$ cat src/rcso_pkg.sv
package rcso_pkg;

  // Counter bank shape
  localparam int RCSO_NUM_CTR    = 16;
  localparam int RCSO_CTR_W      = 32;
  localparam int RCSO_SEL_HI_POS = 32;
  localparam int RCSO_READ_ERR_BIT = 63;
  localparam int RCSO_USER_W     = 48;

  // Register offsets on the processor address lines
  localparam logic [6:0] RCSO_OFS_STALL_TALLY = 7'h05;
  localparam logic [6:0] RCSO_OFS_DROP_TALLY  = 7'h06;
  localparam logic [6:0] RCSO_OFS_SRC_SELECT  = 7'h08;
  localparam logic [6:0] RCSO_OFS_CLEAR_MASK  = 7'h0a;
  localparam logic [6:0] RCSO_OFS_ENABLE_MASK = 7'h0b;
  localparam logic [6:0] RCSO_OFS_DISABLE_MASK = 7'h0c;

  // Address groups of sixteen (upper three address bits)
  localparam logic [2:0] RCSO_GRP_COUNTER = 3'h2;
  localparam logic [2:0] RCSO_GRP_TRACE   = 3'h6;
  localparam logic [2:0] RCSO_GRP_RSRC    = 3'h7;

  // Counting source encodings
  localparam logic [1:0] RCSO_SRC_SLOW = 2'h0;
  localparam logic [1:0] RCSO_SRC_PIN  = 2'h1;
  localparam logic [1:0] RCSO_SRC_SOFT = 2'h2;
  localparam logic [1:0] RCSO_SRC_NODE = 2'h3;

  // Sample class codes and lengths in bytes
  localparam logic [1:0] RCSO_CLASS_TRACE = 2'h2;
  localparam logic [1:0] RCSO_CLASS_RSRC  = 2'h3;
  localparam logic [6:0] RCSO_TRACE_BYTES = 7'h10;
  localparam logic [6:0] RCSO_RSRC_BYTES  = 7'h50;

  // Reset values
  localparam logic [31:0] RCSO_CTR_RESET   = 32'h0000_0000;
  localparam logic [31:0] RCSO_TALLY_RESET = 32'h0000_0000;
  localparam logic [15:0] RCSO_MASK_RESET  = 16'h0000;
  localparam logic        RCSO_NET_CLOCK_RESET = 1'b0;

  // Byte handed to the network stage
  typedef struct packed {
    logic       last;
    logic [7:0] data;
  } rcso_byte_t;

  // Ten-bit network element
  typedef struct packed {
    logic       last;
    logic       parity;
    logic [7:0] data;
  } rcso_net_elem_t;

  typedef enum {BS_IDLE, BS_STALL, BS_ACK} rcso_bus_state_t;

endpackage

$ cat src/rcso_net_out.sv
`timescale 1ns/100ps
module rcso_net_out (
  // Clock and reset
  input  wire logic                i_clock,
  input  wire logic                i_reset,
  // Byte source
  input  rcso_pkg::rcso_byte_t     i_byte,
  input  wire logic                i_valid,
  output logic                     o_taken,
  // Network pins
  input  wire logic                i_fifo_free,
  output logic                     o_net_clock,
  output rcso_pkg::rcso_net_elem_t o_net,
  output logic                     o_load_n
);
  import rcso_pkg::*;

  logic free_s1_q;
  logic free_s2_q;

  function automatic logic odd_parity(input logic [7:0] d);
    return ~(^d);
  endfunction

  // Free pin synchroniser; the lag delays loads and can let one more through after room goes
  always_ff @(posedge i_clock or posedge i_reset)
  begin
    if (i_reset)
    begin
      free_s1_q <= 1'b0;
      free_s2_q <= 1'b0;
    end
    else
    begin
      free_s1_q <= i_fifo_free;
      free_s2_q <= free_s1_q;
    end
  end

  // Take a byte only at the falling network edge, with room outside
  assign o_taken = o_net_clock && i_valid && free_s2_q;

  // Divider: network clock at half the processor clock
  always_ff @(posedge i_clock or posedge i_reset)
  begin
    if (i_reset)
      o_net_clock <= RCSO_NET_CLOCK_RESET;
    else
      o_net_clock <= ~o_net_clock;
  end

  // Element and strobe change only as the network clock falls
  always_ff @(posedge i_clock or posedge i_reset)
  begin
    if (i_reset)
    begin
      o_net    <= '0;
      o_load_n <= 1'b1;
    end
    else if (o_net_clock)
    begin
      o_load_n <= ~o_taken;
      if (o_taken)
        o_net <= '{last: i_byte.last, parity: odd_parity(i_byte.data),
                   data: i_byte.data};
    end
  end

  AST_NET_CLOCK_HALF: assert property (@(posedge i_clock) disable iff (i_reset)
    o_net_clock |=> !o_net_clock ##1 o_net_clock)
    else $error("network clock is not half rate");

  AST_LOAD_NEEDS_FREE: assert property (@(posedge i_clock) disable iff (i_reset)
    (!o_load_n && !o_net_clock) |-> $past(free_s2_q))
    else $error("load strobe without free room");

  AST_ODD_PARITY: assert property (@(posedge i_clock) disable iff (i_reset)
    !o_load_n |-> (^{o_net.parity, o_net.data}) == 1'b1)
    else $error("element parity is not odd");

  AST_DATA_AT_FALL: assert property (@(posedge i_clock) disable iff (i_reset)
    $changed(o_net) |-> !o_net_clock)
    else $error("element changed away from falling network edge");

endmodule // rcso_net_out

$ cat src/rcso_top.sv
`timescale 1ns/100ps
module rcso_top (
  // Clock and reset
  input  wire logic                i_clock,
  input  wire logic                i_reset,
  // Processor bus
  input  wire logic [6:0]          i_addr,
  input  wire logic                i_rd_strobe,
  input  wire logic                i_wr_strobe,
  input  wire logic [63:0]         i_data,
  output logic [63:0]              o_data,
  output logic                     o_data_oe_n,
  output logic                     o_ready,
  // Sample content
  input  wire logic [7:0]          i_cpu_line,
  input  wire logic [39:0]         i_timestamp,
  input  wire logic [31:0]         i_source_id,
  // Control levels
  input  wire logic                i_write_wait_enable,
  input  wire logic                i_read_wait_enable,
  // Counting sources
  input  wire logic [15:0]         i_count_pin,
  input  wire logic                i_slow_clock,
  // Collection network
  input  wire logic                i_fifo_free,
  output logic                     o_net_clock,
  output rcso_pkg::rcso_net_elem_t o_net,
  output logic                     o_load_n
);
  import rcso_pkg::*;

  rcso_bus_state_t  state_q;
  logic [6:0]       req_addr_q;
  logic             req_wr_q;
  logic [63:0]      req_wdata_q;
  logic [15:0]      pin_s1_q, pin_s2_q, pin_s3_q;
  logic             slow_s1_q, slow_s2_q, slow_s3_q;
  logic [15:0][31:0] ctr_q;
  logic [15:0][31:0] shadow_q;
  logic [15:0]      enable_q, sel_lo_q, sel_hi_q;
  logic [31:0]      stall_tally_q, drop_tally_q;
  logic [15:0][7:0] slot_q;
  logic [6:0]       len_q, idx_q;
  logic             slot_busy_q, shadow_full_q;
  logic             fifo_ovr_q, shadow_ovr_q;
  logic [6:0]       cur_addr;
  logic             cur_wr;
  logic [63:0]      cur_wdata;
  logic [3:0]       cidx;
  logic             active, is_ctr, is_trace, is_rsrc, rd_busy, trig_busy;
  logic             stall_now, go, wr_go, rd_go, take_sample, drop_sample, capture;
  logic             wait_on, tx_taken, last_byte;
  logic [63:0]      rd_value;
  logic [15:0]      pin_rise, clear_bits, sw_inc, tick;
  logic             slow_rise;
  logic [6:0]       soff;
  rcso_byte_t       tx_byte;

  function automatic logic [31:0] sat_inc(input logic [31:0] v);
    return (v == 32'hffff_ffff) ? v : v + 32'h0000_0001;
  endfunction

  function automatic logic [2:0] cpu_encode(input logic [7:0] lines);
    logic [2:0] n;
    n = 3'h0;
    for (int k = 0; k < 8; k++)
      if (lines[k])
        n = 3'(k);
    return n;
  endfunction

  function automatic logic hit(input logic [6:0] a, input logic [6:0] ofs);
    return a == ofs;
  endfunction

  // Pin synchronisers; edge detect looks only past the second stage
  always_ff @(posedge i_clock or posedge i_reset)
  begin
    if (i_reset)
    begin
      pin_s1_q  <= '0;
      pin_s2_q  <= '0;
      pin_s3_q  <= '0;
      slow_s1_q <= 1'b0;
      slow_s2_q <= 1'b0;
      slow_s3_q <= 1'b0;
    end
    else
    begin
      pin_s1_q  <= i_count_pin;
      pin_s2_q  <= pin_s1_q;
      pin_s3_q  <= pin_s2_q;
      slow_s1_q <= i_slow_clock;
      slow_s2_q <= slow_s1_q;
      slow_s3_q <= slow_s2_q;
    end
  end

  assign pin_rise  = pin_s2_q & ~pin_s3_q;
  assign slow_rise = slow_s2_q & ~slow_s3_q;

  // Request decode; a stalled request replays from its latched copy
  always_comb
  begin
    cur_addr  = (state_q == BS_STALL) ? req_addr_q : i_addr;
    cur_wr    = (state_q == BS_STALL) ? req_wr_q : i_wr_strobe;
    cur_wdata = (state_q == BS_STALL) ? req_wdata_q : i_data;
    active    = ((state_q == BS_IDLE) && (i_rd_strobe || i_wr_strobe))
                || (state_q == BS_STALL);
    cidx      = cur_addr[3:0];
    is_ctr    = cur_addr[6:4] == RCSO_GRP_COUNTER;
    is_trace  = cur_addr[6:4] == RCSO_GRP_TRACE;
    is_rsrc   = cur_addr[6:4] == RCSO_GRP_RSRC;
    rd_busy   = !cur_wr && is_ctr && shadow_full_q;
    trig_busy = cur_wr && ((is_trace && slot_busy_q)
                || (is_rsrc && (slot_busy_q || shadow_full_q)));
    stall_now = active && ((rd_busy && i_read_wait_enable)
                || (trig_busy && i_write_wait_enable));
    go          = active && !stall_now;
    wr_go       = go && cur_wr;
    rd_go       = go && !cur_wr;
    take_sample = wr_go && (is_trace || is_rsrc) && !trig_busy;
    drop_sample = wr_go && trig_busy;
    capture     = (rd_go && is_ctr && !shadow_full_q)
                  || (take_sample && is_rsrc);
    wait_on     = i_write_wait_enable || i_read_wait_enable;
  end

  // Read data; unmapped and write-only offsets read as zero
  always_comb
  begin
    rd_value = 64'h0;
    if (is_ctr)
      rd_value = shadow_full_q ? 64'h8000_0000_0000_0000
                               : {32'h0, ctr_q[cidx]};
    else if (hit(cur_addr, RCSO_OFS_STALL_TALLY))
      rd_value = {32'h0, stall_tally_q};
    else if (hit(cur_addr, RCSO_OFS_DROP_TALLY))
      rd_value = {32'h0, drop_tally_q};
    else if (hit(cur_addr, RCSO_OFS_SRC_SELECT))
      rd_value = {16'h0, sel_hi_q, 16'h0, sel_lo_q};
    else if (hit(cur_addr, RCSO_OFS_ENABLE_MASK))
      rd_value = {48'h0, enable_q};
  end

  // Bus handshake: one-cycle ready; extra cycles only while stalled
  always_ff @(posedge i_clock or posedge i_reset)
  begin
    if (i_reset)
    begin
      state_q     <= BS_IDLE;
      o_ready     <= 1'b0;
      o_data_oe_n <= 1'b1;
      o_data      <= 64'h0;
      req_addr_q  <= 7'h0;
      req_wr_q    <= 1'b0;
      req_wdata_q <= 64'h0;
    end
    else
    begin
      o_ready     <= go;
      o_data_oe_n <= ~rd_go;
      if (rd_go)
        o_data <= rd_value;
      case (state_q)
        BS_IDLE:
          if (go)
            state_q <= BS_ACK;
          else if (stall_now)
          begin
            state_q     <= BS_STALL;
            req_addr_q  <= i_addr;
            req_wr_q    <= i_wr_strobe;
            req_wdata_q <= i_data;
          end
        BS_STALL:
          if (go)
            state_q <= BS_ACK;
        BS_ACK:
          state_q <= BS_IDLE;
        default:
          state_q <= BS_IDLE;
      endcase
    end
  end

  // Control mask decode from bus writes
  always_comb
  begin
    clear_bits = (wr_go && hit(cur_addr, RCSO_OFS_CLEAR_MASK))
                 ? cur_wdata[15:0] : 16'h0;
    sw_inc = 16'h0;
    if (wr_go && is_ctr)
      sw_inc[cidx] = 1'b1;
    for (int i = 0; i < RCSO_NUM_CTR; i++)
    begin
      case ({sel_hi_q[i], sel_lo_q[i]})
        RCSO_SRC_SLOW: tick[i] = slow_rise;
        RCSO_SRC_PIN:  tick[i] = pin_rise[i];
        RCSO_SRC_SOFT: tick[i] = sw_inc[i];
        RCSO_SRC_NODE: tick[i] = 1'b1;
        default:       tick[i] = 1'b0;
      endcase
      tick[i] = tick[i] & enable_q[i];
    end
  end

  // Source select and enable state
  always_ff @(posedge i_clock or posedge i_reset)
  begin
    if (i_reset)
    begin
      sel_lo_q <= RCSO_MASK_RESET;
      sel_hi_q <= RCSO_MASK_RESET;
      enable_q <= RCSO_MASK_RESET;
    end
    else if (wr_go)
    begin
      if (hit(cur_addr, RCSO_OFS_SRC_SELECT))
      begin
        sel_lo_q <= cur_wdata[15:0];
        sel_hi_q <= cur_wdata[RCSO_SEL_HI_POS +: 16];
      end
      if (hit(cur_addr, RCSO_OFS_ENABLE_MASK))
        enable_q <= enable_q | cur_wdata[15:0];
      if (hit(cur_addr, RCSO_OFS_DISABLE_MASK))
        enable_q <= enable_q & ~cur_wdata[15:0];
    end
  end

  // Counters: clear beats count, and they stick at all ones
  always_ff @(posedge i_clock or posedge i_reset)
  begin
    if (i_reset)
      ctr_q <= '0;
    else
      for (int i = 0; i < RCSO_NUM_CTR; i++)
        if (clear_bits[i])
          ctr_q[i] <= RCSO_CTR_RESET;
        else if (tick[i])
          ctr_q[i] <= sat_inc(ctr_q[i]);
  end

  // Shadow rank: all counters copied in one edge
  always_ff @(posedge i_clock or posedge i_reset)
  begin
    if (i_reset)
      shadow_q <= '0;
    else if (capture)
      shadow_q <= ctr_q;
  end

  // Lost-sample flags; a loss and a take never share a cycle
  always_ff @(posedge i_clock or posedge i_reset)
  begin
    if (i_reset)
    begin
      fifo_ovr_q   <= 1'b0;
      shadow_ovr_q <= 1'b0;
    end
    else if (drop_sample)
    begin
      if (is_rsrc && shadow_full_q)
        shadow_ovr_q <= 1'b1;
      else
        fifo_ovr_q <= 1'b1;
    end
    else if (take_sample)
    begin
      fifo_ovr_q   <= 1'b0;
      shadow_ovr_q <= 1'b0;
    end
  end

  // Tallies wrap by plain 32-bit addition
  always_ff @(posedge i_clock or posedge i_reset)
  begin
    if (i_reset)
    begin
      stall_tally_q <= RCSO_TALLY_RESET;
      drop_tally_q  <= RCSO_TALLY_RESET;
    end
    else
    begin
      if (wr_go && hit(cur_addr, RCSO_OFS_STALL_TALLY))
        stall_tally_q <= RCSO_TALLY_RESET;
      else if ((state_q == BS_STALL) && wait_on)
        stall_tally_q <= stall_tally_q + 32'h1;
      if (wr_go && hit(cur_addr, RCSO_OFS_DROP_TALLY))
        drop_tally_q <= RCSO_TALLY_RESET;
      else if (drop_sample && !i_write_wait_enable)
        drop_tally_q <= drop_tally_q + 32'h1;
    end
  end

  // Sample slot and byte walker; shadows free after the last byte
  always_ff @(posedge i_clock or posedge i_reset)
  begin
    if (i_reset)
    begin
      slot_q        <= '0;
      len_q         <= RCSO_TRACE_BYTES;
      idx_q         <= 7'h0;
      slot_busy_q   <= 1'b0;
      shadow_full_q <= 1'b0;
    end
    else if (take_sample)
    begin
      slot_q <= {cpu_encode(i_cpu_line), is_rsrc ? RCSO_CLASS_RSRC : RCSO_CLASS_TRACE,
                 fifo_ovr_q, shadow_ovr_q, 1'b0,
                 i_timestamp, i_source_id, cur_wdata[RCSO_USER_W-1:0]};
      len_q       <= is_rsrc ? RCSO_RSRC_BYTES : RCSO_TRACE_BYTES;
      idx_q       <= 7'h0;
      slot_busy_q <= 1'b1;
      if (is_rsrc)
        shadow_full_q <= 1'b1;
    end
    else if (tx_taken)
    begin
      if (last_byte)
      begin
        slot_busy_q   <= 1'b0;
        shadow_full_q <= 1'b0;
      end
      else
        idx_q <= idx_q + 7'h1;
    end
  end

  // Byte selection: header first, fields and counters high byte first
  always_comb
  begin
    soff      = idx_q - RCSO_TRACE_BYTES;
    last_byte = idx_q == (len_q - 7'h1);
    tx_byte.last = last_byte;
    if (idx_q < RCSO_TRACE_BYTES)
      tx_byte.data = slot_q[~idx_q[3:0]];
    else
      tx_byte.data = shadow_q[soff[5:2]][{~soff[1:0], 3'b000} +: 8];
  end

  // Network output stage with its own free-pin synchroniser
  rcso_net_out i_rcso_net_out (
    .i_clock     (i_clock),
    .i_reset     (i_reset),
    .i_byte      (tx_byte),
    .i_valid     (slot_busy_q),
    .o_taken     (tx_taken),
    .i_fifo_free (i_fifo_free),
    .o_net_clock (o_net_clock),
    .o_net       (o_net),
    .o_load_n    (o_load_n)
  );

  AST_READ_BUSY_ERROR: assert property (@(posedge i_clock) disable iff (i_reset)
    (rd_go && is_ctr && shadow_full_q) |=> o_ready && o_data[RCSO_READ_ERR_BIT])
    else $error("busy counter read without error bit");

  AST_READ_FREE_VALUE: assert property (@(posedge i_clock) disable iff (i_reset)
    (rd_go && is_ctr && !shadow_full_q) |=> !o_data[RCSO_READ_ERR_BIT]
    && o_data[31:0] == shadow_q[$past(cidx)])
    else $error("free counter read does not match captured shadow");

  AST_STALL_READ_WAITS: assert property (@(posedge i_clock) disable iff (i_reset)
    (state_q == BS_IDLE && i_rd_strobe && !i_wr_strobe && i_addr[6:4] == RCSO_GRP_COUNTER
     && shadow_full_q && i_read_wait_enable) |=> state_q == BS_STALL && !o_ready)
    else $error("busy read with wait did not stall");

  AST_CLEAR_ZERO: assert property (@(posedge i_clock) disable iff (i_reset)
    clear_bits[3] |=> ctr_q[3] == RCSO_CTR_RESET)
    else $error("cleared counter not zero");

  AST_SATURATE: assert property (@(posedge i_clock) disable iff (i_reset)
    (ctr_q[0] == 32'hffff_ffff && !clear_bits[0]) |=> ctr_q[0] == 32'hffff_ffff)
    else $error("counter wrapped");

  AST_DISABLED_HOLDS: assert property (@(posedge i_clock) disable iff (i_reset)
    (!enable_q[3] && !clear_bits[3]) |=> ctr_q[3] == $past(ctr_q[3]))
    else $error("disabled counter moved");

  AST_STALL_TALLY: assert property (@(posedge i_clock) disable iff (i_reset)
    (state_q == BS_STALL && wait_on) |=> stall_tally_q == $past(stall_tally_q) + 32'h1)
    else $error("stall cycle not tallied");

  AST_DROP_TALLY: assert property (@(posedge i_clock) disable iff (i_reset)
    (drop_sample && !i_write_wait_enable) |=> drop_tally_q == $past(drop_tally_q) + 32'h1
    && (fifo_ovr_q || shadow_ovr_q))
    else $error("dropped sample not tallied");

  AST_SHADOW_HELD: assert property (@(posedge i_clock) disable iff (i_reset)
    (shadow_full_q && !capture) |=> $stable(shadow_q))
    else $error("shadow changed while busy");

  AST_RSRC_LENGTH: assert property (@(posedge i_clock) disable iff (i_reset)
    (take_sample && is_rsrc) |=> len_q == RCSO_RSRC_BYTES && shadow_full_q)
    else $error("resource sample length wrong");

  COV_TRACE_DONE: cover property (@(posedge i_clock) disable iff (i_reset)
    tx_taken && last_byte && len_q == RCSO_TRACE_BYTES);

  COV_RSRC_DONE: cover property (@(posedge i_clock) disable iff (i_reset)
    tx_taken && last_byte && len_q == RCSO_RSRC_BYTES);

  COV_STALLED_READ: cover property (@(posedge i_clock) disable iff (i_reset)
    state_q == BS_STALL ##1 rd_go && is_ctr);

  COV_DROP: cover property (@(posedge i_clock) disable iff (i_reset) drop_sample);

endmodule // rcso_top

$ cat config.mk
export PLATFORM = sky130hd
export DESIGN_NAME = rcso_top
export DESIGN_NICKNAME = d
export VERILOG_FILES = /design/src/rcso_pkg.sv /design/src/rcso_net_out.sv /design/src/rcso_top.sv
export SDC_FILE = /design/constraint.sdc
export NUM_CORES = 2
export LEC_CHECK = 0
export ABC_CLOCK_PERIOD_IN_PS = 130900
export BUFFER_PORTS_ARGS = -buffer_cell sky130_fd_sc_hd__buf_2
export CORE_MARGIN = 5
export CORE_UTILIZATION = 40
export CTS_CLUSTER_SIZE = 28
export DETAILED_ROUTE_END_ITERATION = 10
export PLACE_DENSITY_LB_ADDON = 0.08
export SLEW_MARGIN = 20
export SYNTH_ARGS = -nofsm -noshare
export SYNTH_HDL_FRONTEND = slang
export SYNTH_SLANG_ARGS = --single-unit
$ cat constraint.sdc
create_clock -name i_clock -period 130.9 [get_ports i_clock]
set_clock_uncertainty 0.05 [all_clocks]
set_input_delay 6.545 -clock i_clock [delete_from_list [all_inputs] [get_ports i_clock]]
set_output_delay 6.545 -clock i_clock [all_outputs]
set_load 0.01 [all_outputs]
==> impl_metrics.toml <==
[finish]
fin_cells = 9251
regArea_sq_um = 36200
layout_commonest_cell = "dfrtp_1"
final_cell_mix = "dfrtp_1 (1442), nand2_1 (680), mux2_2 (574)"
fin_util_pct = 45.1
area.growth.synth_to_final_pct = 12.2
layout.nets = 6946
multi_input_area_sq_um = 33100
drive_above_1_share_pct = 21.1
fillers = 16800
final_area_sq_um = 80500

[detailed_routing]
dr.pass1.iters = 7
detail_route.wl_per_cell_microns = 28.5
vias_per_cell = 5.93
dr.first_iter.drc_count = 5433
wirelength_microns = 264000
vias = 54900
drtAntennaViolNets = 0
drc = 0

[sta]
setup-tns-final_ps = 0
min_period_ps = 11550
relSlewSlack_pct = 11.9
setup_viol_count_final = 0
setup_slack_ps = 119360
hold_viol_final = 0
timing.fmax_mhz = 86.6
period_share_pct = 8.82
rsz0062_at_grt = "no"
worst_pin_slew_ps = 1310
slew_violations = 0

[worst_setup_path]
critPathKind = "in2reg"
worst_path_largest_cell_delay_ps = 920
cp_top_family = "buffers and inverters"
worstPathArrival_ps = 12190
startpoint = "i_addr[4]"
path_depth = 12
rrSetupSlack_ps = 124200
critPathLaunchType = "primary input"
path_cells = "buf_2, nor2_1, mux2i_2, or3_1, inv_2, a32oi_1, nor2b_4, buf_12, buf_4, buf_4, buf_4, mux2_2"
crit_path_top_delay_cell = "buf_4"
r2r_start = "state_q[1]"
reg2reg_depth = 12
end_kind = "flop"
path_buf_inv = 6
crit_top_cell = "buf_4"
required_ps = 131540
worstPathMaxFanout = 156

[synthesis]
yosys.area_share.simple_pct = 16.1
avgSynthCellArea_sq_um = 10.8
yosys-top-cells-area = "dfrtp_1 (50%), mux2_2 (9.0%), mux4_2 (4.5%)"
synthCells = 6633
ys_seq_elements = 1448
synth_compound_area_share_pct = 8.90
yosysTopAreaCell = "dfrtp_1"
synth_xor_area_share_pct = 5.04
async_flop_share_pct = 100
synthAdderAreaFrac_pct = 0.366
synth_edf_count = 0
seq_area_frac_synth_pct = 50.5
synth_mux_area_share_pct = 15.3
synthDistinctLibCells = 100
synth_top_area_share_pct = 50.4
netlist_area_sq_um = 71800
synth_top_family_by_area = "simple AND/OR/NAND/NOR gates"
yosysWarnings = 0
ys.flop_type = "dfrtp_1"

[power_and_ir_drop]
power.density_nw_per_um2 = 15.0
irDropWorstVdd_uv = 15.1
power.leakage_nw = 35.5

[placed_design]
post_dp_cell_area_sq_um = 75000
port_buffers = 220
place_ws_ps = 118560
gp_congestion = 0.966
place_hpwl_microns = 188000
place_inst = 8935

[global_routing]
grt_max_degree = 158
antenna_found_initial = 24
grt_usage_pct = 27.8
grt_first_pass_wirelength_microns = 384000
gr-total-overflow = 0
grt_pass1_vias = 53300

[clock_network]
numClockSinks = 1448
worstSkewPairLatency_ps = 810
path_clk_slew_ps = 60
numCtsBuffers = 168
postCtsHoldBufs = 0
postCtsResizedCells = 0
post_cts_buffers = 0
clk_path_buf_depth = 3
h-tree-depth = 4
cts-root-buf = "clkbuf_16"
cts_tree = "done"

[floorplan]
core_area_sq_um = 178000
initial_utilization_pct = 40.2
ioPinCount = 253
die_height_microns = 434
dieWidth_microns = 434
dieArea_sq_um = 188000
fp-row-count = 155

[min_path]
hold_class = "reg2reg"
hold_start = "pin_s1_q[2]"
whs_path_depth = 0

[flow_run]
maxCapViolations = 0

[run_status]
status = "complete, no violations"
## where the power goes
part / switching (W) / internal (W) / total, W
combinational: 0.000139 / 0.0000848 / 0.000224
clock: 0.000197 / 0.000277 / 0.000474
sequential: 0.0000353 / 0.000477 / 0.000512
total: 0.000371 / 0.000838 / 0.00121
## through the flow
step                      power, W  hold slack, ps
after floorplan           0.000658             281
after global placement    0.000740             282
after detailed placement  0.000743             285
after CTS                  0.00122             275
after global routing       0.00125             304
final                      0.00121             289
## state kept, by name (all words and copies together) (netlist names), 32 cells and up, named ones only
register,count
req_wdata_q,48
o_data,49
slot_q,127
stall_tally_q,32
ctr_q,512
drop_tally_q,32
shadow_q,512
## worst reg2reg max path, delay by kind of cell, from the launching register on
family,cells,cell delay [ps]
buf+inv,5,3920
simple gates,4,920
mux,2,880
flops,1,460
compound gates,1,370
## logic make-up (layout without fill, tap and decap cells)
family / after synthesis / after routing
flip-flops: 1448 / 1448
XOR/XNOR: 410 / 410
AO/OA/AOI/OAI: 1054 / 1054
AND/OR/NAND/NOR: 2350 / 2350
buffers and inverters: 547 / 780
other: 1 / 31
adder cells (fa/ha/maj): 21 / 21
multiplexers: 802 / 802
## synthesized netlist by cell type, drive strengths merged, types with 5 or more instances
library cell and count:
nand3b 19, a31o 6, mux2 575, nor3b 5
inv 118, o22ai 264, and2 44, a31oi 28
nand3 205, a22o 19, a221oi 19, and3 78
and4 67, o211ai 33, or4 30, nand4 169
xor2 157, or2 14, o2111ai 5, nor3 147
a21oi 181, o31ai 15, nor2 591, a222oi 16
nor4 99, dfrtp 1446, or3 131, nand2 683
ha 21, o21a 28, xnor2 251, buf 230
o21ai 384, a22oi 19, mux2i 58, nor4b 15
clkbuf 197, nand2b 12, nor2b 27, mux4 169
## metal layers
metal  vias to the layer above  GRT usage [%]  share of wire (%)
met3                       409           5.62                6.8
met4                        14           10.6                4.1
met2                      1733           42.3                 45
li1                      24200              -                  -
met1                     28500           39.4                 44
met5                         -              0              0.034
## layout make-up
cell class / count / area share (%)
Sequential cell: 1448 / 45.0
Multi-Input combinational cell: 4652 / 41.1
Clock buffer: 258 / 6.32
Tap cell: 2355 / 3.66
Timing Repair Buffer: 360 / 2.80
Inverter: 120 / 0.569
Clock inverter: 42 / 0.501
Antenna cell: 16 / 0.0497
## path summary, 6_finish.rpt
kind / endpoint
hold reg to reg: pin_s2_q[2]
min in group asynchronous: ctr_q[269]
setup / recovery: shadow_q[15]
setup reg to reg: shadow_q[15]
max in group asynchronous: req_wdata_q[40]
hold / removal: pin_s2_q[2]
(Power assumes the default switching activity.)
